==> src/logic/cidt_pkg.sv <==
// Shared constants and types for the instruction decode tail block.
package cidt_pkg;

	typedef enum logic [4:0] {
		CLS_NONE, CLS_OR, CLS_XOR, CLS_SUB, CLS_SBC8, CLS_SBC16, CLS_SCF,
		CLS_OUT_N, CLS_OUT_C, CLS_BLK_OUT, CLS_POP, CLS_PUSH, CLS_RET,
		CLS_RET_CC, CLS_INTERRUPT_RETURN_OP, CLS_NMI_RETURN_OP, CLS_RST, CLS_ACC_ROT, CLS_DIGIT_ROT,
		CLS_ROT_SHIFT, CLS_BIT_CLEAR, CLS_BIT_SET
	} cidt_class_t;

	// Prefix bytes.
	localparam logic [7:0] PFX_FIRST_INDEX  = 8'hdd;
	localparam logic [7:0] PFX_SECOND_INDEX = 8'hfd;
	localparam logic [7:0] PFX_EXTENDED     = 8'hed;
	localparam logic [7:0] PFX_BIT_OP       = 8'hcb;

	// Single-byte opcodes.
	localparam logic [7:0] OPC_OUT_N     = 8'hd3;
	localparam logic [7:0] OPC_RET       = 8'hc9;
	localparam logic [7:0] OPC_CARRY_SET = 8'h37;
	localparam logic [7:0] OPC_ACC_ROTATE_LEFT_CIRCULAR      = 8'h07;
	localparam logic [7:0] OPC_ACC_ROTATE_RIGHT_CIRCULAR      = 8'h0f;
	localparam logic [7:0] OPC_RLA       = 8'h17;
	localparam logic [7:0] OPC_RRA       = 8'h1f;
	localparam logic [7:0] OPC_OR_N      = 8'hf6;
	localparam logic [7:0] OPC_XOR_N     = 8'hee;
	localparam logic [7:0] OPC_SUB_N     = 8'hd6;
	localparam logic [7:0] OPC_SBC_N     = 8'hde;

	// Extended opcodes behind the extended prefix.
	localparam logic [7:0] EXT_INTERRUPT_RETURN_OP      = 8'h4d;
	localparam logic [7:0] EXT_NMI_RETURN_OP      = 8'h45;
	localparam logic [7:0] EXT_DIGIT_L   = 8'h6f;
	localparam logic [7:0] EXT_DIGIT_R   = 8'h67;
	localparam logic [7:0] EXT_OUT_UP1   = 8'ha3;
	localparam logic [7:0] EXT_OUT_DN1   = 8'hab;
	localparam logic [7:0] EXT_OUT_UPR   = 8'hb3;
	localparam logic [7:0] EXT_OUT_DNR   = 8'hbb;

	// Register field code that names the memory operand.
	localparam logic [2:0] REG_MEM = 3'h6;

	// Flag bit positions in the flag byte.
	localparam int FLG_S  = 7;
	localparam int FLG_Z  = 6;
	localparam int FLG_H  = 4;
	localparam int FLG_PV = 2;
	localparam int FLG_N  = 1;
	localparam int FLG_C  = 0;

	// Clock-state counts.
	localparam logic [4:0] T_4  = 5'h04;
	localparam logic [4:0] T_5  = 5'h05;
	localparam logic [4:0] T_7  = 5'h07;
	localparam logic [4:0] T_8  = 5'h08;
	localparam logic [4:0] T_10 = 5'h0a;
	localparam logic [4:0] T_11 = 5'h0b;
	localparam logic [4:0] T_12 = 5'h0c;
	localparam logic [4:0] T_14 = 5'h0e;
	localparam logic [4:0] T_15 = 5'h0f;
	localparam logic [4:0] T_16 = 5'h10;
	localparam logic [4:0] T_18 = 5'h12;
	localparam logic [4:0] T_19 = 5'h13;
	localparam logic [4:0] T_21 = 5'h15;
	localparam logic [4:0] T_23 = 5'h17;

endpackage : cidt_pkg

==> src/logic/cidt_decode_top.sv <==
// Decode and execute control for the later part of the instruction set.
// Summary of operation
// - OR into accumulator; carry, subtract cleared; parity.
// - Output register r to port-select port, 12.
// - Output accumulator to immediate port n, 11.
// - Repeating block output: 21 per repeat, 16 last.
// - Single block output, 16; zero when counter ends.
// - Pop: low from SP, high from SP+1.
// - Push: high at SP-1, low at SP-2.
// - Index pop/push via prefix: 14 and 15.
// - Bit clear, no flags: 8, 15, 23.
// - Bit set; indexed form 23 states.
// - Return; conditional 5 false, 11 true.
// - Interrupt returns: two bytes, 14 states.
// - Circular left rotate: bit7 to bit0, carry.
// - Digit rotates with memory, 18 states, parity.
// - Accumulator rotates 4 states; carry changes, N and H cleared.
// - Restart pushes PC, jumps to t times eight.
// - 16-bit subtract with carry from pointer, 15.
// - 8-bit subtract with carry, overflow reported.
// - Plain subtract: 4, 7 or 19 states.
// - Exclusive OR with parity: 4, 7, 19.
// - Carry force: carry one, N and H cleared.
// - Shifts: parity, N and H cleared; 8/15/23.
`timescale 1ns/1ps
`default_nettype none
module cidt_decode_top (
	input  wire logic                  CLK_SYS_I,
	input  wire logic                  RESET_I,
	input  wire logic                  INSN_VALID_I,
	input  wire logic [7:0]            INSN_BYTE0_I,
	input  wire logic [7:0]            INSN_BYTE1_I,
	input  wire logic [7:0]            INSN_BYTE2_I,
	input  wire logic [7:0]            INSN_BYTE3_I,
	input  wire logic [7:0]            ACC_I,
	input  wire logic [7:0]            OPERAND_I,
	input  wire logic [7:0]            FLAGS_I,
	input  wire logic [7:0]            PORT_SEL_I,
	input  wire logic [7:0]            COUNT_I,
	input  wire logic [15:0]           MEM_POINTER_I,
	input  wire logic [15:0]           PAIR_VALUE_I,
	input  wire logic [15:0]           STACK_PTR_I,
	input  wire logic [15:0]           PC_I,
	output logic                       DONE_O,
	output logic                       KNOWN_O,
	output cidt_pkg::cidt_class_t      CLASS_O,
	output logic      [2:0]            LENGTH_O,
	output logic      [4:0]            TSTATES_O,
	output logic      [2:0]            REG_SEL_O,
	output logic                       MEM_OPERAND_O,
	output logic      [1:0]            INDEX_SEL_O,
	output logic      [1:0]            PAIR_SEL_O,
	output logic      [7:0]            RESULT_O,
	output logic      [7:0]            MEM_RESULT_O,
	output logic      [15:0]           RESULT16_O,
	output logic      [7:0]            FLAGS_O,
	output logic      [7:0]            FLAG_MASK_O,
	output logic      [7:0]            COUNT_O,
	output logic                       REPEAT_O,
	output logic                       PORT_WRITE_O,
	output logic      [7:0]            PORT_ADDR_O,
	output logic      [7:0]            PORT_DATA_O,
	output logic                       STACK_READ_O,
	output logic                       STACK_WRITE_O,
	output logic      [15:0]           STACK_LO_ADDR_O,
	output logic      [15:0]           STACK_HI_ADDR_O,
	output logic      [7:0]            PUSH_HI_DATA_O,
	output logic      [7:0]            PUSH_LO_DATA_O,
	output logic      [15:0]           NEW_SP_O,
	output logic                       PC_LOAD_O,
	output logic                       PC_FROM_STACK_O,
	output logic      [15:0]           PC_TARGET_O
);
	typedef struct packed {
		logic                  done;
		logic                  known;
		cidt_pkg::cidt_class_t cls;
		logic [2:0]            len;
		logic [4:0]            tst;
		logic [2:0]            reg_sel;
		logic                  mem_op;
		logic [1:0]            idx_sel;
		logic [1:0]            pair_sel;
		logic [7:0]            res;
		logic [7:0]            mem_res;
		logic [15:0]           res16;
		logic [7:0]            flags;
		logic [7:0]            mask;
		logic [7:0]            count;
		logic                  repeat_on;
		logic                  port_wr;
		logic [7:0]            port_addr;
		logic [7:0]            port_data;
		logic                  stk_rd;
		logic                  stk_wr;
		logic [15:0]           stk_lo;
		logic [15:0]           stk_hi;
		logic [7:0]            push_hi;
		logic [7:0]            push_lo;
		logic [15:0]           new_sp;
		logic                  pc_load;
		logic                  pc_stack;
		logic [15:0]           pc_target;
	} cidt_state_t;

	cidt_state_t           st_ff;
	cidt_state_t           nxt_st;
	cidt_pkg::cidt_class_t cls;
	logic [2:0]            sub;
	logic [7:0]            alu_res;
	logic [7:0]            alu_res2;
	logic [15:0]           alu_res16;
	logic [7:0]            alu_flags;

	// Condition test of the three-bit condition field against the flags.
	function automatic logic cond_true(input logic [2:0] condition_field, input logic [7:0] f);
		logic t;
		t = 1'b0;
		case (condition_field[2:1])
			2'h0: t = f[cidt_pkg::FLG_Z];
			2'h1: t = f[cidt_pkg::FLG_C];
			2'h2: t = f[cidt_pkg::FLG_PV];
			default: t = f[cidt_pkg::FLG_S];
		endcase
		cond_true = (t == condition_field[0]);
	endfunction : cond_true

	cidt_alu u_alu (
		.op_i    (cls),
		.sub_i   (sub),
		.a_i     (ACC_I),
		.m_i     ((cls == cidt_pkg::CLS_ACC_ROT) ? ACC_I : OPERAND_I),
		.flags_i (FLAGS_I),
		.hl_i    (MEM_POINTER_I),
		.pair_i  (PAIR_VALUE_I),
		.res_o   (alu_res),
		.res2_o  (alu_res2),
		.res16_o (alu_res16),
		.flags_o (alu_flags)
	);

	always_comb
	begin
		logic       idx;
		logic       ext;
		logic       bitp;
		logic [7:0] op;
		logic [7:0] cnt;
		logic [4:0] t_reg;
		logic [4:0] t_mem;
		logic [4:0] t_idx;
		idx   = (INSN_BYTE0_I == cidt_pkg::PFX_FIRST_INDEX) ||
		        (INSN_BYTE0_I == cidt_pkg::PFX_SECOND_INDEX);
		ext   = (INSN_BYTE0_I == cidt_pkg::PFX_EXTENDED);
		bitp  = (INSN_BYTE0_I == cidt_pkg::PFX_BIT_OP) ||
		        (idx && INSN_BYTE1_I == cidt_pkg::PFX_BIT_OP);
		// The indexed bit form carries its displacement before the final opcode byte.
		op    = (idx && bitp) ? INSN_BYTE3_I : ((idx || bitp || ext) ? INSN_BYTE1_I : INSN_BYTE0_I);
		cnt   = COUNT_I - 8'h01;
		t_reg = cidt_pkg::T_4;
		t_mem = cidt_pkg::T_7;
		t_idx = cidt_pkg::T_19;
		cls   = cidt_pkg::CLS_NONE;
		sub   = op[5:3];
		nxt_st           = st_ff;
		nxt_st.done      = INSN_VALID_I;
		nxt_st.port_wr   = 1'b0;
		nxt_st.stk_rd    = 1'b0;
		nxt_st.stk_wr    = 1'b0;
		nxt_st.pc_load   = 1'b0;
		nxt_st.pc_stack  = 1'b0;
		nxt_st.repeat_on = 1'b0;
		nxt_st.mask      = 8'h00;
		nxt_st.len       = 3'h1;
		nxt_st.reg_sel   = op[2:0];
		nxt_st.mem_op    = (op[2:0] == cidt_pkg::REG_MEM) && !ext;
		nxt_st.idx_sel   = idx ? (INSN_BYTE0_I[5] ? 2'h2 : 2'h1) : 2'h0;
		nxt_st.pair_sel  = op[5:4];
		nxt_st.count     = COUNT_I;
		nxt_st.res16     = MEM_POINTER_I;
		nxt_st.port_addr = PORT_SEL_I;
		nxt_st.port_data = OPERAND_I;
		nxt_st.stk_lo    = STACK_PTR_I;
		nxt_st.stk_hi    = STACK_PTR_I + 16'h0001;
		nxt_st.new_sp    = STACK_PTR_I;
		nxt_st.push_hi   = PAIR_VALUE_I[15:8];
		nxt_st.push_lo   = PAIR_VALUE_I[7:0];
		nxt_st.pc_target = PC_I;
		if (bitp)
		begin
			t_reg = cidt_pkg::T_8;
			t_mem = cidt_pkg::T_15;
			t_idx = cidt_pkg::T_23;
			case (op[7:6])
				2'h0: cls = cidt_pkg::CLS_ROT_SHIFT;
				2'h2: cls = cidt_pkg::CLS_BIT_CLEAR;
				2'h3: cls = cidt_pkg::CLS_BIT_SET;
				default: cls = cidt_pkg::CLS_NONE;
			endcase
		end
		else if (ext)
		begin
			case (op)
				cidt_pkg::EXT_INTERRUPT_RETURN_OP: cls = cidt_pkg::CLS_INTERRUPT_RETURN_OP;
				cidt_pkg::EXT_NMI_RETURN_OP: cls = cidt_pkg::CLS_NMI_RETURN_OP;
				cidt_pkg::EXT_DIGIT_L, cidt_pkg::EXT_DIGIT_R: cls = cidt_pkg::CLS_DIGIT_ROT;
				cidt_pkg::EXT_OUT_UP1, cidt_pkg::EXT_OUT_DN1,
				cidt_pkg::EXT_OUT_UPR, cidt_pkg::EXT_OUT_DNR: cls = cidt_pkg::CLS_BLK_OUT;
				default:
				begin
					if (op[7:6] == 2'h1 && op[2:0] == 3'h1)
						cls = cidt_pkg::CLS_OUT_C;
					else if (op[7:6] == 2'h1 && op[3:0] == 4'h2)
						cls = cidt_pkg::CLS_SBC16;
				end
			endcase
		end
		else
		begin
			case (op)
				cidt_pkg::OPC_OUT_N:     cls = cidt_pkg::CLS_OUT_N;
				cidt_pkg::OPC_RET:       cls = cidt_pkg::CLS_RET;
				cidt_pkg::OPC_CARRY_SET: cls = cidt_pkg::CLS_SCF;
				cidt_pkg::OPC_ACC_ROTATE_LEFT_CIRCULAR, cidt_pkg::OPC_ACC_ROTATE_RIGHT_CIRCULAR,
				cidt_pkg::OPC_RLA, cidt_pkg::OPC_RRA: cls = cidt_pkg::CLS_ACC_ROT;
				cidt_pkg::OPC_OR_N:      cls = cidt_pkg::CLS_OR;
				cidt_pkg::OPC_XOR_N:     cls = cidt_pkg::CLS_XOR;
				cidt_pkg::OPC_SUB_N:     cls = cidt_pkg::CLS_SUB;
				cidt_pkg::OPC_SBC_N:     cls = cidt_pkg::CLS_SBC8;
				default:
				begin
					if (op[7:6] == 2'h2)
					begin
						case (op[5:3])
							3'h6: cls = cidt_pkg::CLS_OR;
							3'h5: cls = cidt_pkg::CLS_XOR;
							3'h2: cls = cidt_pkg::CLS_SUB;
							3'h3: cls = cidt_pkg::CLS_SBC8;
							default: cls = cidt_pkg::CLS_NONE;
						endcase
					end
					else if (op[7:6] == 2'h3 && op[3:0] == 4'h1)
						cls = cidt_pkg::CLS_POP;
					else if (op[7:6] == 2'h3 && op[3:0] == 4'h5)
						cls = cidt_pkg::CLS_PUSH;
					else if (op[7:6] == 2'h3 && op[2:0] == 3'h0)
						cls = cidt_pkg::CLS_RET_CC;
					else if (op[7:6] == 2'h3 && op[2:0] == 3'h7)
						cls = cidt_pkg::CLS_RST;
				end
			endcase
			// Only the memory-operand forms and the pop and push of pair field 2 may follow an index prefix.
			if (idx && !((cls == cidt_pkg::CLS_POP || cls == cidt_pkg::CLS_PUSH) && op[5:4] == 2'h2)
			    && !(op[7:6] == 2'h2 && op[2:0] == cidt_pkg::REG_MEM))
				cls = cidt_pkg::CLS_NONE;
		end
		if (cls == cidt_pkg::CLS_ACC_ROT)
			sub = {1'b0, op[4:3]};
		else if (cls == cidt_pkg::CLS_DIGIT_ROT)
			sub = {2'h0, op[3]};
		nxt_st.cls     = cls;
		nxt_st.known   = (cls != cidt_pkg::CLS_NONE);
		nxt_st.res     = alu_res;
		nxt_st.mem_res = alu_res2;
		nxt_st.flags   = alu_flags;
		case (cls)
			cidt_pkg::CLS_OR, cidt_pkg::CLS_XOR, cidt_pkg::CLS_SUB, cidt_pkg::CLS_SBC8:
			begin
				nxt_st.mask    = 8'hd7;
				nxt_st.mem_op  = op[7:6] == 2'h2 && op[2:0] == cidt_pkg::REG_MEM;
				nxt_st.reg_sel = (op[7:6] == 2'h3) ? 3'h7 : op[2:0];
				if (idx)
				begin
					nxt_st.len = 3'h3;
					nxt_st.tst = t_idx;
				end
				else if (op[7:6] == 2'h3)
				begin
					nxt_st.len = 3'h2;
					nxt_st.tst = t_mem;
				end
				else
					nxt_st.tst = nxt_st.mem_op ? t_mem : t_reg;
			end
			cidt_pkg::CLS_ROT_SHIFT, cidt_pkg::CLS_BIT_CLEAR, cidt_pkg::CLS_BIT_SET:
			begin
				nxt_st.mask = (cls == cidt_pkg::CLS_ROT_SHIFT) ? 8'hd7 : 8'h00;
				nxt_st.len  = idx ? 3'h4 : 3'h2;
				nxt_st.tst  = idx ? t_idx : (nxt_st.mem_op ? t_mem : t_reg);
			end
			cidt_pkg::CLS_SBC16:
			begin
				nxt_st.mask  = 8'hd7;
				nxt_st.len   = 3'h2;
				nxt_st.tst   = cidt_pkg::T_15;
				nxt_st.res16 = alu_res16;
			end
			cidt_pkg::CLS_SCF, cidt_pkg::CLS_ACC_ROT:
			begin
				nxt_st.mask = 8'h13;
				nxt_st.tst  = cidt_pkg::T_4;
			end
			cidt_pkg::CLS_DIGIT_ROT:
			begin
				nxt_st.mask   = 8'hd6;
				nxt_st.len    = 3'h2;
				nxt_st.tst    = cidt_pkg::T_18;
				nxt_st.mem_op = 1'b1;
			end
			cidt_pkg::CLS_OUT_C:
			begin
				nxt_st.len     = 3'h2;
				nxt_st.tst     = cidt_pkg::T_12;
				nxt_st.reg_sel = op[5:3];
				nxt_st.port_wr = 1'b1;
			end
			cidt_pkg::CLS_OUT_N:
			begin
				nxt_st.len       = 3'h2;
				nxt_st.tst       = cidt_pkg::T_11;
				nxt_st.port_wr   = 1'b1;
				nxt_st.port_addr = INSN_BYTE1_I;
				nxt_st.port_data = ACC_I;
			end
			cidt_pkg::CLS_BLK_OUT:
			begin
				nxt_st.len       = 3'h2;
				nxt_st.mem_op    = 1'b1;
				nxt_st.port_wr   = 1'b1;
				nxt_st.count     = cnt;
				nxt_st.res16     = op[3] ? (MEM_POINTER_I - 16'h0001) : (MEM_POINTER_I + 16'h0001);
				nxt_st.repeat_on = op[4] && (cnt != 8'h00);
				nxt_st.tst       = nxt_st.repeat_on ? cidt_pkg::T_21 : cidt_pkg::T_16;
				nxt_st.mask      = 8'h42;
				nxt_st.flags[cidt_pkg::FLG_Z] = op[4] ? 1'b1 : (cnt == 8'h00);
				nxt_st.flags[cidt_pkg::FLG_N] = 1'b1;
			end
			cidt_pkg::CLS_POP, cidt_pkg::CLS_RET, cidt_pkg::CLS_RET_CC,
			cidt_pkg::CLS_INTERRUPT_RETURN_OP, cidt_pkg::CLS_NMI_RETURN_OP:
			begin
				nxt_st.stk_rd = 1'b1;
				nxt_st.new_sp = STACK_PTR_I + 16'h0002;
				if (cls == cidt_pkg::CLS_POP)
				begin
					nxt_st.len = idx ? 3'h2 : 3'h1;
					nxt_st.tst = idx ? cidt_pkg::T_14 : cidt_pkg::T_10;
				end
				else if (cls == cidt_pkg::CLS_RET_CC && !cond_true(op[5:3], FLAGS_I))
				begin
					nxt_st.stk_rd = 1'b0;
					nxt_st.new_sp = STACK_PTR_I;
					nxt_st.tst    = cidt_pkg::T_5;
				end
				else
				begin
					nxt_st.pc_load  = 1'b1;
					nxt_st.pc_stack = 1'b1;
					nxt_st.len      = (cls == cidt_pkg::CLS_INTERRUPT_RETURN_OP || cls == cidt_pkg::CLS_NMI_RETURN_OP) ? 3'h2 : 3'h1;
					nxt_st.tst      = (cls == cidt_pkg::CLS_RET) ? cidt_pkg::T_10 :
					                  ((cls == cidt_pkg::CLS_RET_CC) ? cidt_pkg::T_11 : cidt_pkg::T_14);
				end
			end
			cidt_pkg::CLS_PUSH, cidt_pkg::CLS_RST:
			begin
				nxt_st.stk_wr = 1'b1;
				nxt_st.stk_hi = STACK_PTR_I - 16'h0001;
				nxt_st.stk_lo = STACK_PTR_I - 16'h0002;
				nxt_st.new_sp = STACK_PTR_I - 16'h0002;
				if (cls == cidt_pkg::CLS_PUSH)
				begin
					nxt_st.len = idx ? 3'h2 : 3'h1;
					nxt_st.tst = idx ? cidt_pkg::T_15 : cidt_pkg::T_11;
				end
				else
				begin
					nxt_st.tst       = cidt_pkg::T_11;
					nxt_st.push_hi   = PC_I[15:8];
					nxt_st.push_lo   = PC_I[7:0];
					nxt_st.pc_load   = 1'b1;
					nxt_st.pc_target = {10'h000, op[5:3], 3'h0};
				end
			end
			default:
			begin
				nxt_st.tst = cidt_pkg::T_4;
			end
		endcase
		if (!INSN_VALID_I)
		begin
			nxt_st.port_wr = 1'b0;
			nxt_st.stk_rd  = 1'b0;
			nxt_st.stk_wr  = 1'b0;
			nxt_st.pc_load = 1'b0;
			nxt_st.mask    = 8'h00;
		end
	end

	always_ff @(posedge CLK_SYS_I or posedge RESET_I)
	begin
		if (RESET_I)
			st_ff <= '0;
		else
			st_ff <= nxt_st;
	end

	assign DONE_O          = st_ff.done;
	assign KNOWN_O         = st_ff.known;
	assign CLASS_O         = st_ff.cls;
	assign LENGTH_O        = st_ff.len;
	assign TSTATES_O       = st_ff.tst;
	assign REG_SEL_O       = st_ff.reg_sel;
	assign MEM_OPERAND_O   = st_ff.mem_op;
	assign INDEX_SEL_O     = st_ff.idx_sel;
	assign PAIR_SEL_O      = st_ff.pair_sel;
	assign RESULT_O        = st_ff.res;
	assign MEM_RESULT_O    = st_ff.mem_res;
	assign RESULT16_O      = st_ff.res16;
	assign FLAGS_O         = st_ff.flags;
	assign FLAG_MASK_O     = st_ff.mask;
	assign COUNT_O         = st_ff.count;
	assign REPEAT_O        = st_ff.repeat_on;
	assign PORT_WRITE_O    = st_ff.port_wr;
	assign PORT_ADDR_O     = st_ff.port_addr;
	assign PORT_DATA_O     = st_ff.port_data;
	assign STACK_READ_O    = st_ff.stk_rd;
	assign STACK_WRITE_O   = st_ff.stk_wr;
	assign STACK_LO_ADDR_O = st_ff.stk_lo;
	assign STACK_HI_ADDR_O = st_ff.stk_hi;
	assign PUSH_HI_DATA_O  = st_ff.push_hi;
	assign PUSH_LO_DATA_O  = st_ff.push_lo;
	assign NEW_SP_O        = st_ff.new_sp;
	assign PC_LOAD_O       = st_ff.pc_load;
	assign PC_FROM_STACK_O = st_ff.pc_stack;
	assign PC_TARGET_O     = st_ff.pc_target;
endmodule : cidt_decode_top
`default_nettype wire

==> src/logic/cidt_alu.sv <==
// Arithmetic, logic, rotate, shift and bit unit of the decode tail.
`timescale 1ns/1ps
`default_nettype none
module cidt_alu (
	input  wire cidt_pkg::cidt_class_t op_i,
	input  wire logic [2:0]            sub_i,
	input  wire logic [7:0]            a_i,
	input  wire logic [7:0]            m_i,
	input  wire logic [7:0]            flags_i,
	input  wire logic [15:0]           hl_i,
	input  wire logic [15:0]           pair_i,
	output logic      [7:0]            res_o,
	output logic      [7:0]            res2_o,
	output logic      [15:0]           res16_o,
	output logic      [7:0]            flags_o
);
	logic       cy;
	logic [8:0] d9;
	logic [4:0] d5;
	logic [16:0] d17;
	logic [12:0] d13;

	always_comb
	begin
		cy      = flags_i[cidt_pkg::FLG_C];
		res_o   = a_i;
		res2_o  = m_i;
		res16_o = hl_i;
		flags_o = flags_i;
		d9      = 9'h000;
		d5      = 5'h00;
		d17     = 17'h00000;
		d13     = 13'h0000;
		case (op_i)
			cidt_pkg::CLS_OR, cidt_pkg::CLS_XOR:
			begin
				res_o = (op_i == cidt_pkg::CLS_OR) ? (a_i | m_i) : (a_i ^ m_i);
				flags_o[cidt_pkg::FLG_C]  = 1'b0;
				flags_o[cidt_pkg::FLG_N]  = 1'b0;
				flags_o[cidt_pkg::FLG_H]  = 1'b0;
			end
			cidt_pkg::CLS_SUB, cidt_pkg::CLS_SBC8:
			begin
				d9 = {1'b0, a_i} - {1'b0, m_i} - {8'h00, (op_i == cidt_pkg::CLS_SBC8) & cy};
				d5 = {1'b0, a_i[3:0]} - {1'b0, m_i[3:0]} - {4'h0, (op_i == cidt_pkg::CLS_SBC8) & cy};
				res_o = d9[7:0];
				flags_o[cidt_pkg::FLG_C] = d9[8];
				flags_o[cidt_pkg::FLG_H] = d5[4];
				flags_o[cidt_pkg::FLG_N] = 1'b1;
			end
			cidt_pkg::CLS_SBC16:
			begin
				d17 = {1'b0, hl_i} - {1'b0, pair_i} - {16'h0000, cy};
				d13 = {1'b0, hl_i[11:0]} - {1'b0, pair_i[11:0]} - {12'h000, cy};
				res16_o = d17[15:0];
				flags_o[cidt_pkg::FLG_S]  = d17[15];
				flags_o[cidt_pkg::FLG_Z]  = (d17[15:0] == 16'h0000);
				flags_o[cidt_pkg::FLG_PV] = (hl_i[15] ^ pair_i[15]) & (hl_i[15] ^ d17[15]);
				flags_o[cidt_pkg::FLG_H]  = d13[12];
				flags_o[cidt_pkg::FLG_N]  = 1'b1;
				flags_o[cidt_pkg::FLG_C]  = d17[16];
			end
			cidt_pkg::CLS_SCF:
			begin
				flags_o[cidt_pkg::FLG_C] = 1'b1;
				flags_o[cidt_pkg::FLG_N] = 1'b0;
				flags_o[cidt_pkg::FLG_H] = 1'b0;
			end
			cidt_pkg::CLS_ACC_ROT, cidt_pkg::CLS_ROT_SHIFT:
			begin
				case (sub_i)
					3'h0: {flags_o[cidt_pkg::FLG_C], res_o} = {m_i[7], m_i[6:0], m_i[7]};
					3'h1: {res_o, flags_o[cidt_pkg::FLG_C]} = {m_i[0], m_i[7:1], m_i[0]};
					3'h2: {flags_o[cidt_pkg::FLG_C], res_o} = {m_i, cy};
					3'h3: {res_o, flags_o[cidt_pkg::FLG_C]} = {cy, m_i};
					3'h4: {flags_o[cidt_pkg::FLG_C], res_o} = {m_i, 1'b0};
					3'h5: {res_o, flags_o[cidt_pkg::FLG_C]} = {m_i[7], m_i};
					3'h7: {res_o, flags_o[cidt_pkg::FLG_C]} = {1'b0, m_i};
					default: {flags_o[cidt_pkg::FLG_C], res_o} = {m_i, 1'b1};
				endcase
				flags_o[cidt_pkg::FLG_N] = 1'b0;
				flags_o[cidt_pkg::FLG_H] = 1'b0;
			end
			cidt_pkg::CLS_DIGIT_ROT:
			begin
				if (sub_i[0])
				begin
					res_o  = {a_i[7:4], m_i[7:4]};
					res2_o = {m_i[3:0], a_i[3:0]};
				end
				else
				begin
					res_o  = {a_i[7:4], m_i[3:0]};
					res2_o = {a_i[3:0], m_i[7:4]};
				end
				flags_o[cidt_pkg::FLG_N] = 1'b0;
				flags_o[cidt_pkg::FLG_H] = 1'b0;
			end
			cidt_pkg::CLS_BIT_CLEAR:
				res_o = m_i & ~(8'h01 << sub_i);
			cidt_pkg::CLS_BIT_SET:
				res_o = m_i | (8'h01 << sub_i);
			default:
				res_o = a_i;
		endcase
		if (op_i inside {cidt_pkg::CLS_OR, cidt_pkg::CLS_XOR, cidt_pkg::CLS_SUB, cidt_pkg::CLS_SBC8,
		    cidt_pkg::CLS_ROT_SHIFT, cidt_pkg::CLS_DIGIT_ROT})
		begin
			flags_o[cidt_pkg::FLG_S] = res_o[7];
			flags_o[cidt_pkg::FLG_Z] = (res_o == 8'h00);
			if (op_i == cidt_pkg::CLS_SUB || op_i == cidt_pkg::CLS_SBC8)
				flags_o[cidt_pkg::FLG_PV] = (a_i[7] ^ m_i[7]) & (a_i[7] ^ res_o[7]);
			else
				flags_o[cidt_pkg::FLG_PV] = ~(^res_o);
		end
	end
endmodule : cidt_alu
`default_nettype wire

==> config.mk <==
export PLATFORM = sky130hd
export DESIGN_NAME = cidt_decode_top
export DESIGN_NICKNAME = d
export VERILOG_FILES = /design/src/logic/cidt_pkg.sv /design/src/logic/cidt_decode_top.sv /design/src/logic/cidt_alu.sv
export SDC_FILE = /design/constraint.sdc
export NUM_CORES = 1
export LEC_CHECK = 0
export ABC_AREA = 1
export BUFFER_PORTS_ARGS = -buffer_cell sky130_fd_sc_hd__buf_2
export CAP_MARGIN = 5
export CORE_MARGIN = 2
export CORE_UTILIZATION = 45
export DETAILED_ROUTE_END_ITERATION = 6
export PLACE_DENSITY = 0.68
export SKIP_LAST_GASP = 1
export SYNTH_ARGS = -nofsm -noshare
export SYNTH_HDL_FRONTEND = slang
export SYNTH_SLANG_ARGS = --single-unit
==> constraint.sdc <==
create_clock -name CLK_SYS_I -period 8 [get_ports CLK_SYS_I]
set_input_delay 1.2 -clock CLK_SYS_I [delete_from_list [all_inputs] [get_ports CLK_SYS_I]]
set_output_delay 1.2 -clock CLK_SYS_I [all_outputs]
set_load 0.02 [all_outputs]
---- Yosys cells after proc, flatten, opt, wreduce, memory -nomap -nowiden ----
Cells that the tools add are included.
operators by class
  reductions and logical operators ........ 55
  muxes and demuxes ....................... 95
  shift-type cells ........................ 1
  bitwise gates (word level) .............. 13
  equal/unequal tests ..................... 69
  add/sub/neg operators ................... 15
operators by type and width
  cell                                                                  count
  8-bit == test, second input constant                                  15
  16-bit 2-to-1 mux                                                     6
  8-bit 2-to-1 mux                                                      10
  5-bit 2-to-1 mux                                                      14
  8-bit one-hot mux with 7 select lines                                 1
  5-bit by 4-bit == test with 1-bit output, second input constant       10
  49-bit 2-to-1 mux                                                     1
  8-bit one-hot mux with 6 select lines                                 1
  5-bit one-hot mux with 9 select lines                                 1
  5-bit one-hot mux with 8 select lines                                 1
  8-bit one-hot mux with 5 select lines                                 1
  3-bit 2-to-1 mux                                                      12
  17-bit one-hot mux with 2 select lines                                1
  16-bit by 1-bit adder with 16-bit output, second input constant       2
  8-bit by 7-bit == test with 1-bit output, second input constant       4
  16-bit one-hot mux with 2 select lines                                1
  16-bit by 1-bit subtractor with 16-bit output, second input constant  2
  5-bit == test, second input constant                                  6
  2-bit 2-to-1 mux                                                      11
  3-bit == test, second input constant                                  7
  5-bit by 3-bit == test with 1-bit output, second input constant       4
  4-bit 2-to-1 mux                                                      5
  5-bit one-hot mux with 4 select lines                                 1
  18-bit 2-to-1 mux                                                     1
  other kinds (58)                                                      130
word-level totals
  logic and storage cells ................. 277
  flip-flop bits (word level) ............. 181

---- Longest topological paths before layout ----
Gate-level depths: netlist of the first run.
  word-level depth ........................ 38
  gate-level depth with buffers ........... 52
  depth with buffers taken out ............ 50

---- Hierarchy ----
From an unflattened synthesis of the first run, not the netlist that was laid out.
unflattened totals
  cells, all modules ...................... 1866
  area, all modules ....................... 13297.8 um^2
modules (own cells, without submodules)
  module           seq. area each (um^2)  cells each  area an instance (um^2)  instances
  cidt_decode_top  4429.2                 1213        9819.4                   1
  cidt_alu         0.0                    653         3478.3                   1

---- Worst setup path before layout of the first run ----
Ideal clock, no wire load.
  path type ............................... input to register
  start ................................... input port INSN_BYTE0_I[4]
  end ..................................... register st_ff, in the netlist FLAGS_O[2]
  library setup time ...................... 0.065 ns
  data arrival time ....................... 6.830 ns
  slack ................................... 1.105 ns
  buffers on the path ..................... 2
  required time ........................... 7.935 ns
  cell stages on the path ................. 50
  path through ............................ inv_2 > nand2_1 > nor2_1 > nand2_4 > nand2_4 > nand2_4 > or2_2 > nand3_1 > inv_1 > ha_1 > clkbuf_1 > inv_1 > nor2_1 > o21ai_1 > nand2_2 > nor2_4 > nor2_1 > nor2_1 > [14 not listed] > o21bai_1 > nand2_1 > nand2_1 > a21oi_1 > xor2_1 > nor2_1 > nor2_1 > nand2_1 > inv_2 > nand3_2 > inv_1 > ha_1 > xnor2_1 > xnor2_1 > nand2_1 > nand2_1 > nand2_1 > nand2_1
between the ends
  word-level cells in the longest chain between the ends .. 38
  elaborated cells between the ends (all ways) .. 127
ends and longest elaborated chain
  element                                                                              line                                            text
  start, declared                                                                      cidt_decode_top.sv:31                           input wire logic [7:0] INSN_BYTE0_I,
  8-bit == test (on tied branches)                                                     cidt_decode_top.sv:152, cidt_decode_top.sv:153
  1-bit logical OR                                                                     cidt_decode_top.sv:152                          idx = (INSN_BYTE0_I == cidt_pkg::PFX_FIRST_INDEX) ||
  1-bit logical AND                                                                    cidt_decode_top.sv:156                          (idx && INSN_BYTE1_I == cidt_pkg::PFX_BIT_OP);
  1-bit logical OR                                                                     cidt_decode_top.sv:155                          bitp = (INSN_BYTE0_I == cidt_pkg::PFX_BIT_OP) ||
  1-bit logical OR (2 in series)                                                       cidt_decode_top.sv:158                          op = (idx && bitp) ? INSN_BYTE3_I : ((idx || bitp || ext) ? INSN_BYTE1_I : INSN_BYTE0_I);
  8-bit 2-to-1 mux (2 in series)                                                       cidt_decode_top.sv:158
  3-bit == test or 2-bit == test (tied branches)                                       n/a
  1-bit logical AND                                                                    cidt_decode_top.sv:248                          else if (op[7:6] == 2'h3 && op[2:0] == 3'h7)
  [17 not listed]                                                                      n/a
  named net cls[0]                                                                     cidt_decode_top.sv:108                          cidt_pkg::cidt_class_t cls;
  branches (longest 6 deep; another with 8-bit by 8-bit subtractor with 9-bit output)  n/a
  8-bit one-hot mux with 6 select lines *                                              cidt_alu.sv:34                                  case (op_i)
  named net alu_res[7]                                                                 cidt_decode_top.sv:110                          logic [7:0] alu_res;
  8-bit XOR reduction or 1-bit bitwise XOR (tied branches)                             cidt_alu.sv:114, cidt_alu.sv:112
  1-bit inverter or 1-bit bitwise AND (tied branches)                                  cidt_alu.sv:114, cidt_alu.sv:112
  1-bit 2-to-1 mux *                                                                   cidt_alu.sv:111                                 if (op_i == cidt_pkg::CLS_SUB || op_i == cidt_pkg::CLS_SBC8)
  1-bit 2-to-1 mux *                                                                   cidt_alu.sv:106                                 if (op_i inside {cidt_pkg::CLS_OR, cidt_pkg::CLS_XOR, cidt_pkg::CLS_SUB, cidt_pkg::CLS_SBC8,
  named net alu_flags[2]                                                               cidt_decode_top.sv:113                          logic [7:0] alu_flags;
  end signal, assigned                                                                 cidt_decode_top.sv:403                          st_ff <= nxt_st;
  end, declared                                                                        cidt_decode_top.sv:106                          cidt_state_t st_ff;
Mark *: on every way through the listed nets, which the timed path passes. The select of a mux whose other input is x is not followed.

==> impl_metrics.csv, run 1 <==
group,metric,value,unit
outcome,status,"complete, but fails checks",
outcome,violations,"design-rule violations",
finish,syn2layout_area_growth,22.0,%
worst_setup_path,arrival,7.50,ns
logic_synthesis,syn_area_per_cell,7.60,sq um
clock_network,root_buffer,"clkbuf_16",
sta,hold_ws,0.860,ns
worst_setup_path,criticalPathCategory,"input port to flip-flop",
route,wl_per_cell,17.3,um
clock_network,ctsResizeCount,0,
min_path,hold_start,"FLAGS_I[3]",
clock_network,cts_buffers,17,
placed_design,pre_cts_slack,0.421,ns
clock_network,cts_tree,"built",
placed_design,portBuffers,309,
worst_setup_path,crit_path_start_kind,"input port",
logic_synthesis,synth_edf_count,0,
die,ioPinCount,320,
finish,finalNetCount,2148,
die,core-area,0.0267,sq mm
clock_network,cts.sinks,177,
global_routing,grt_pass1_wl,61400,um
logic_synthesis,synth_cell_type_count,68,
die,fp.dieW,168,um
logic_synthesis,yosysTopAreaCell,"dfrtp_1",
global_routing,grt_max_degree,130,
sta,fmax,139,MHz
pwr,seq_power_share,0.377,
placed_design,globalplace.congestion,0.945,
logic_synthesis,synth_area,0.0121,sq mm
route,num_vias,12000,
worst_setup_path,cp_slowest_cell,"nor2_1",
logic_synthesis,yosysSeqAreaShare,0.365,
global_routing,antenna_found_initial,1,
pwr,power_density,177,mW/mm^2
sta,setup_viol,0,
pwr,comb_power_share,0.289,
worst_setup_path,worstPathMaxFanout,12,
logic_synthesis,postSynthCellCount,1597,
route,via_per_inst,5.27,
worst_setup_path,crit_path_start,"INSN_BYTE0_I[4]",
pwr,p_int,1.66,mW
pwr,p_leak,8.13,nW
finish,layout.area.seq,0.00443,sq mm
logic_synthesis,yosysWarnings,0,
die,rows,60,
sta,drv_slew,0,
clock_network,cts_setup_buffers,0,
die,initial_utilization,0.454,
route,drt_pass1_iterations,7,
logic_synthesis,synthArstFlopShare,1.00,
job,drv_cap,0,
sta,layout_min_cycle_time,7.17,ns
logic_synthesis,ys_seq_elements,177,
clock_network,clk_pin_slew,0.08,ns
worst_setup_path,crit_required,8.33,ns
global_routing,grt_pass1_vias,11600,
sta,fin_crit_sh,0.897,
route,drt-initial-drc-count,990,
route,ant_nets,0,
min_path,min_path_type,"input port to flip-flop",
die,dieArea,0.0283,sq mm
logic_synthesis,synth_top_area_share,0.365,
min_path,hold_depth,1,
worst_setup_path,cp_common_cell,"nand2_1",
route,drc,1,
placed_design,dp_hpwl,31200,um
global_routing,grt_overflow,0,
pwr,power.share.clock,0.334,
pwr,p_sw_frac,0.370,
finish,drive_above_1_share,0.248,
clock_network,htree_levels,4,
finish,nFillCells,2612,
sta,worstMarginPinSlew,0.916,ns
worst_setup_path,max_stage_delay,0.31,ns
logic_synthesis,synth.area.top_cells,"dfrtp_1, nand2_1, ha_1, inv_1, nor2_1",
sta,layout_setup_ws,0.828,ns
sta,grt_setup_unrepaired,"no",
min_path,min_to,"FLAGS_O[3]",
logic_synthesis,yosys_most_used_dff,"dfrtp_1",
sta,finalSetupTns,0,ns
sta,relSlewSlack,0.389,
global_routing,grt_usage,0.276,
route,wl,39300,um
worst_setup_path,cp-end-kind,"flip-flop",
clock_network,ctsHoldBuffers,0,
finish,multi_input_area,0.00655,sq mm
pwr,ir_drop,0.000104,V
sta,hold_viol,0,
clock_network,cts_buffer_depth,2,
pwr,p_switching,0.973,mW
die,dieHeight,168,um
state kept, by name, summed over array words and instances (netlist names), 5 cells and up:
register and cells:
RESULT_O 8, NEW_SP_O 16, PUSH_HI_DATA_O 8, PUSH_LO_DATA_O 8, PORT_DATA_O 8, CLASS_O 5
MEM_RESULT_O 8, STACK_LO_ADDR_O 15, PC_TARGET_O 16, FLAG_MASK_O 5, PORT_ADDR_O 8, TSTATES_O 5
STACK_HI_ADDR_O 16, COUNT_O 8, FLAGS_O 8, RESULT16_O 16
through the flow:
stage | power, mW | cell area, sq um | instances | util
3_3_place_gp | 1.75 | 14200 | 2242 | 0.531
4_1_cts | 2.64 | 14800 | 2274 | 0.554
5_1_grt | 2.76 | 14800 | 2275 | 0.554
6_report | 2.63 | 14800 | 2275 | 0.554
2_1_floorplan | 1.49 | 12100 | 1598 | -
3_5_place_dp | 1.76 | 14200 | 2242 | 0.531
synthesized netlist by cell type (6+ instances only):
master / count
a21oi_1: 79
buf_2: 9
buf_4: 6
clkbuf_1: 19
dfrtp_1: 177
fa_1: 6
ha_1: 83
inv_1: 240
inv_2: 23
nand2_1: 334
nand2_2: 18
nand2_4: 6
nand3_1: 75
nand4_1: 19
nor2_1: 140
nor2_2: 13
nor2_4: 9
nor3_1: 27
o211ai_1: 19
o21ai_0: 105
o21ai_1: 16
o21ai_2: 6
o21bai_1: 10
o221ai_1: 15
o31ai_1: 9
or2_2: 7
xnor2_1: 13
xor2_1: 41
cell type report:
type | instances | area share
multi-input combinational | 1119 | 0.442
antenna | 1 | 0.000169
inverter | 266 | 0.0683
timing repair buffer | 339 | 0.120
clock inverter | 15 | 0.0134
sequential | 177 | 0.299
tap | 341 | 0.0288
clock buffer | 17 | 0.0287
worst max path at each step:
stage / endpoint / slack (ns) / cells past startpoint
finish: STACK_HI_ADDR_O[15] / 0.83 / 45
global route: FLAGS_O[2] / 0.17 / 51
CTS: STACK_HI_ADDR_O[15] / 0.91 / 45
detailed placement: STACK_HI_ADDR_O[15] / 0.42 / 45
global placement: FLAGS_O[2] / 0.52 / 51
floorplan: FLAGS_O[2] / 1.11 / 50
per-layer routing:
metal / global-route usage / wire [um] / vias up
met4: 0.0982 / 1170 / 0
met2: 0.460 / 18300 / 470
met3: 0.0465 / 2540 / 66
met1: 0.364 / 17300 / 5608
met5: 0 / 0 / -
li1: - / - / 5849
power by group through the flow:
stage          Clock (mW)  Combinational [mW]  Sequential [mW]
2_1_floorplan           0               0.388             1.11
3_3_place_gp            0               0.742             1.01
3_5_place_dp            0               0.752             1.01
4_1_cts             0.891               0.756            0.991
5_1_grt             0.928               0.839            0.997
6_report            0.878               0.760            0.990
cell families (layout without fill, tap and decap cells):
group,after synthesis,in the layout,synth area share
other,1,3,0.000309
xor gates and xnor gates,54,54,0.0390
AOI/OAI and AO/OA,298,298,0.150
and+or+nand+nor,676,676,0.253
adders and majority gates,89,89,0.0955
buffers and inverters,302,637,0.0972
DFF,177,177,0.365
cell usage in the layout (no fill, tap or decap), types with 23 or more instances in the layout:
master	netlist	final
nand3_1	75	74
xor2_1	41	41
buf_2	9	309
dfrtp_1	177	177
nand2_1	334	334
a21oi_1	79	79
buf_4	6	30
inv_1	240	239
inv_2	23	23
nor2_1	140	139
nor3_1	27	27
ha_1	83	83
o21ai_0	105	105
worst max-delay path: cells and delay by family:
| family | cells | cell delay (ns) |
|---|---|---|
| adders and majority gates | 2 | 0.50 |
| xor gates and xnor gates | 1 | 0.12 |
| and+or+nand+nor | 24 | 3.10 |
| buffers and inverters | 8 | 0.99 |
| AOI/OAI and AO/OA | 10 | 1.57 |
Note: power is estimated with default switching activity, not from simulation.
==> run 2: changes to the inputs <==
Settings changed: CORE_MARGIN 2 to 5.
==> run 2 against run 1 <==
Net effect: the flow now finishes without violations; critical path depth rose by 4; final cell count down 0.18%; non-clock buffer count shrank 4; cell area fell by 0.14%; die area grew 7.3%; clock-buffer cell count unchanged; via count is 0.64% lower; critical path type unchanged.
==> impl_metrics.csv, run 2 (synthesis results as in run 1) <==
group,metric,value,unit
global_routing,grt_pass1_wl,63500,um
sta,layout_setup_ws,0.697,ns
min_path,hold_start,"FLAGS_I[5]",
worst_setup_path,crit_path_start,"INSN_BYTE0_I[4]",
pwr,comb_power_share,0.286,
route,wl,40000,um
global_routing,grt_overflow,0,
route,ant_nets,0,
worst_setup_path,max_stage_delay,0.54,ns
pwr,power_density,179,mW/mm^2
sta,drv_slew,0,
clock_network,ctsHoldBuffers,0,
clock_network,htree_levels,4,
sta,hold_viol,0,
pwr,power.share.clock,0.340,
worst_setup_path,worstPathMaxFanout,9,
route,num_vias,11900,
finish,design_area,0.0148,sq mm
worst_setup_path,crit_required,8.38,ns
route,wl_per_cell,17.6,um
global_routing,grt_pass1_vias,11600,
clock_network,cts_buffer_depth,2,
placed_design,portBuffers,309,
placed_design,pre_cts_slack,0.235,ns
min_path,hold_depth,1,
global_routing,antenna_found_initial,1,
pwr,fin_total_pwr,2.64,mW
clock_network,cts.sinks,177,
pwr,p_int,1.68,mW
pwr,p_switching,0.965,mW
route,via_per_inst,5.25,
clock_network,cts_tree,"built",
worst_setup_path,cp_common_cell,"nand2_1",
finish,layout_common_cells,"nand2_1, buf_2, inv_1, dfrtp_1, nor2_1",
sta,worstMarginPinSlew,0.906,ns
route,drt-initial-drc-count,1093,
job,drv_cap,0,
die,dieHeight,174,um
sta,relSlewSlack,0.395,
global_routing,grt_max_degree,113,
finish,final_cells,2271,
die,core-area,0.0267,sq mm
placed_design,dp_hpwl,31800,um
global_routing,grt_usage,0.260,
pwr,ir_drop,0.000132,V
die,dieArea,0.0304,sq mm
pwr,p_sw_frac,0.365,
sta,fin_crit_sh,0.913,
finish,final_common_cell,"nand2_1",
sta,fmax,137,MHz
placed_design,globalplace.congestion,0.934,
finish,drive_above_1_share,0.247,
route,drt_pass1_iterations,5,
route,drc,0,
sta,setup_viol,0,
worst_setup_path,arrival,7.68,ns
die,initial_utilization,0.454,
pwr,p_leak,8.11,nW
placed_design,dp_cells,2238,
min_path,min_path_type,"input port to flip-flop",
clock_network,root_buffer,"clkbuf_16",
finish,finalNetCount,2144,
pwr,seq_power_share,0.374,
die,ioPinCount,320,
clock_network,clk_pin_slew,0.08,ns
worst_setup_path,criticalPathCategory,"input port to flip-flop",
worst_setup_path,cp_slowest_cell,"fa_1",
clock_network,cts_buffers,17,
sta,grt_setup_unrepaired,"no",
die,rows,60,
sta,finalSetupTns,0,ns
worst_setup_path,cp-end-kind,"flip-flop",
outcome,status,"complete, no violations",
sta,layout_min_cycle_time,7.30,ns
placed_design,place_area,0.0142,sq mm
die,fp.dieW,174,um
finish,syn2layout_area_growth,21.9,%
worst_setup_path,crit_path_start_kind,"input port",
## run 2: path summary, 6_finish.rpt
check | slack, ns | endpoint
max | 0.70 | FLAGS_O[2]
min | 0.86 | FLAGS_O[5]
max in group asynchronous | 5.71 | MEM_RESULT_O[3]
min in group asynchronous | 0.88 | COUNT_O[0]
## run 2: cell type report
| class | instances | area [sq um] |
|---|---|---|
| tap | 341 | 427 |
| clock buffer | 17 | 425 |
| antenna | 1 | 2.50 |
| multi-input combinational | 1119 | 6550 |
| inverter | 266 | 1010 |
| clock inverter | 15 | 208 |
| sequential | 177 | 4430 |
| timing repair buffer | 335 | 1740 |
| fill | 2623 | 11900 |
## run 2: metal layers
metal | global-route usage | share of wire | up-vias | wire length [um]
li1 | - | - | 5839 | -
met1 | 0.349 | 0.44 | 5573 | 17600
met2 | 0.427 | 0.46 | 433 | 18600
met3 | 0.0444 | 0.064 | 71 | 2570
met4 | 0.0914 | 0.032 | 0 | 1290
met5 | 0 | 0 | - | 0
## run 2: what timing repair did
| action | CTS | global route |
|---|---|---|
| setup endpoints to repair | 0 | 1 |
| gates resized for setup | 0 | 1 |
| setup buffers | 0 | 0 |
## run 2: through the flow
| stage | utilization | hold WS (ns) |
|---|---|---|
| 2_1_floorplan | - | 1.23 |
| 3_3_place_gp | 0.530 | 1.31 |
| 3_5_place_dp | 0.530 | 1.31 |
| 4_1_cts | 0.553 | 0.848 |
| 5_1_grt | 0.553 | 0.852 |
| 6_report | 0.553 | 0.863 |
## run 2: critical path, delay by kind of cell
family | cells | cell delay (ns)
and+or+nand+nor | 28 | 2.97
xor gates and xnor gates | 3 | 0.50
AOI/OAI and AO/OA | 6 | 0.94
adders and majority gates | 4 | 1.29
buffers and inverters | 8 | 0.77
## run 2: power by group through the flow
| stage | logic [mW] | registers [mW] | clock network, mW |
|---|---|---|---|
| floorplan | 0.388 | 1.11 | 0 |
| global placement | 0.742 | 1.01 | 0 |
| detailed placement | 0.750 | 1.01 | 0 |
| CTS | 0.756 | 0.989 | 0.913 |
| global route | 0.839 | 0.996 | 0.954 |
| finish | 0.758 | 0.989 | 0.898 |
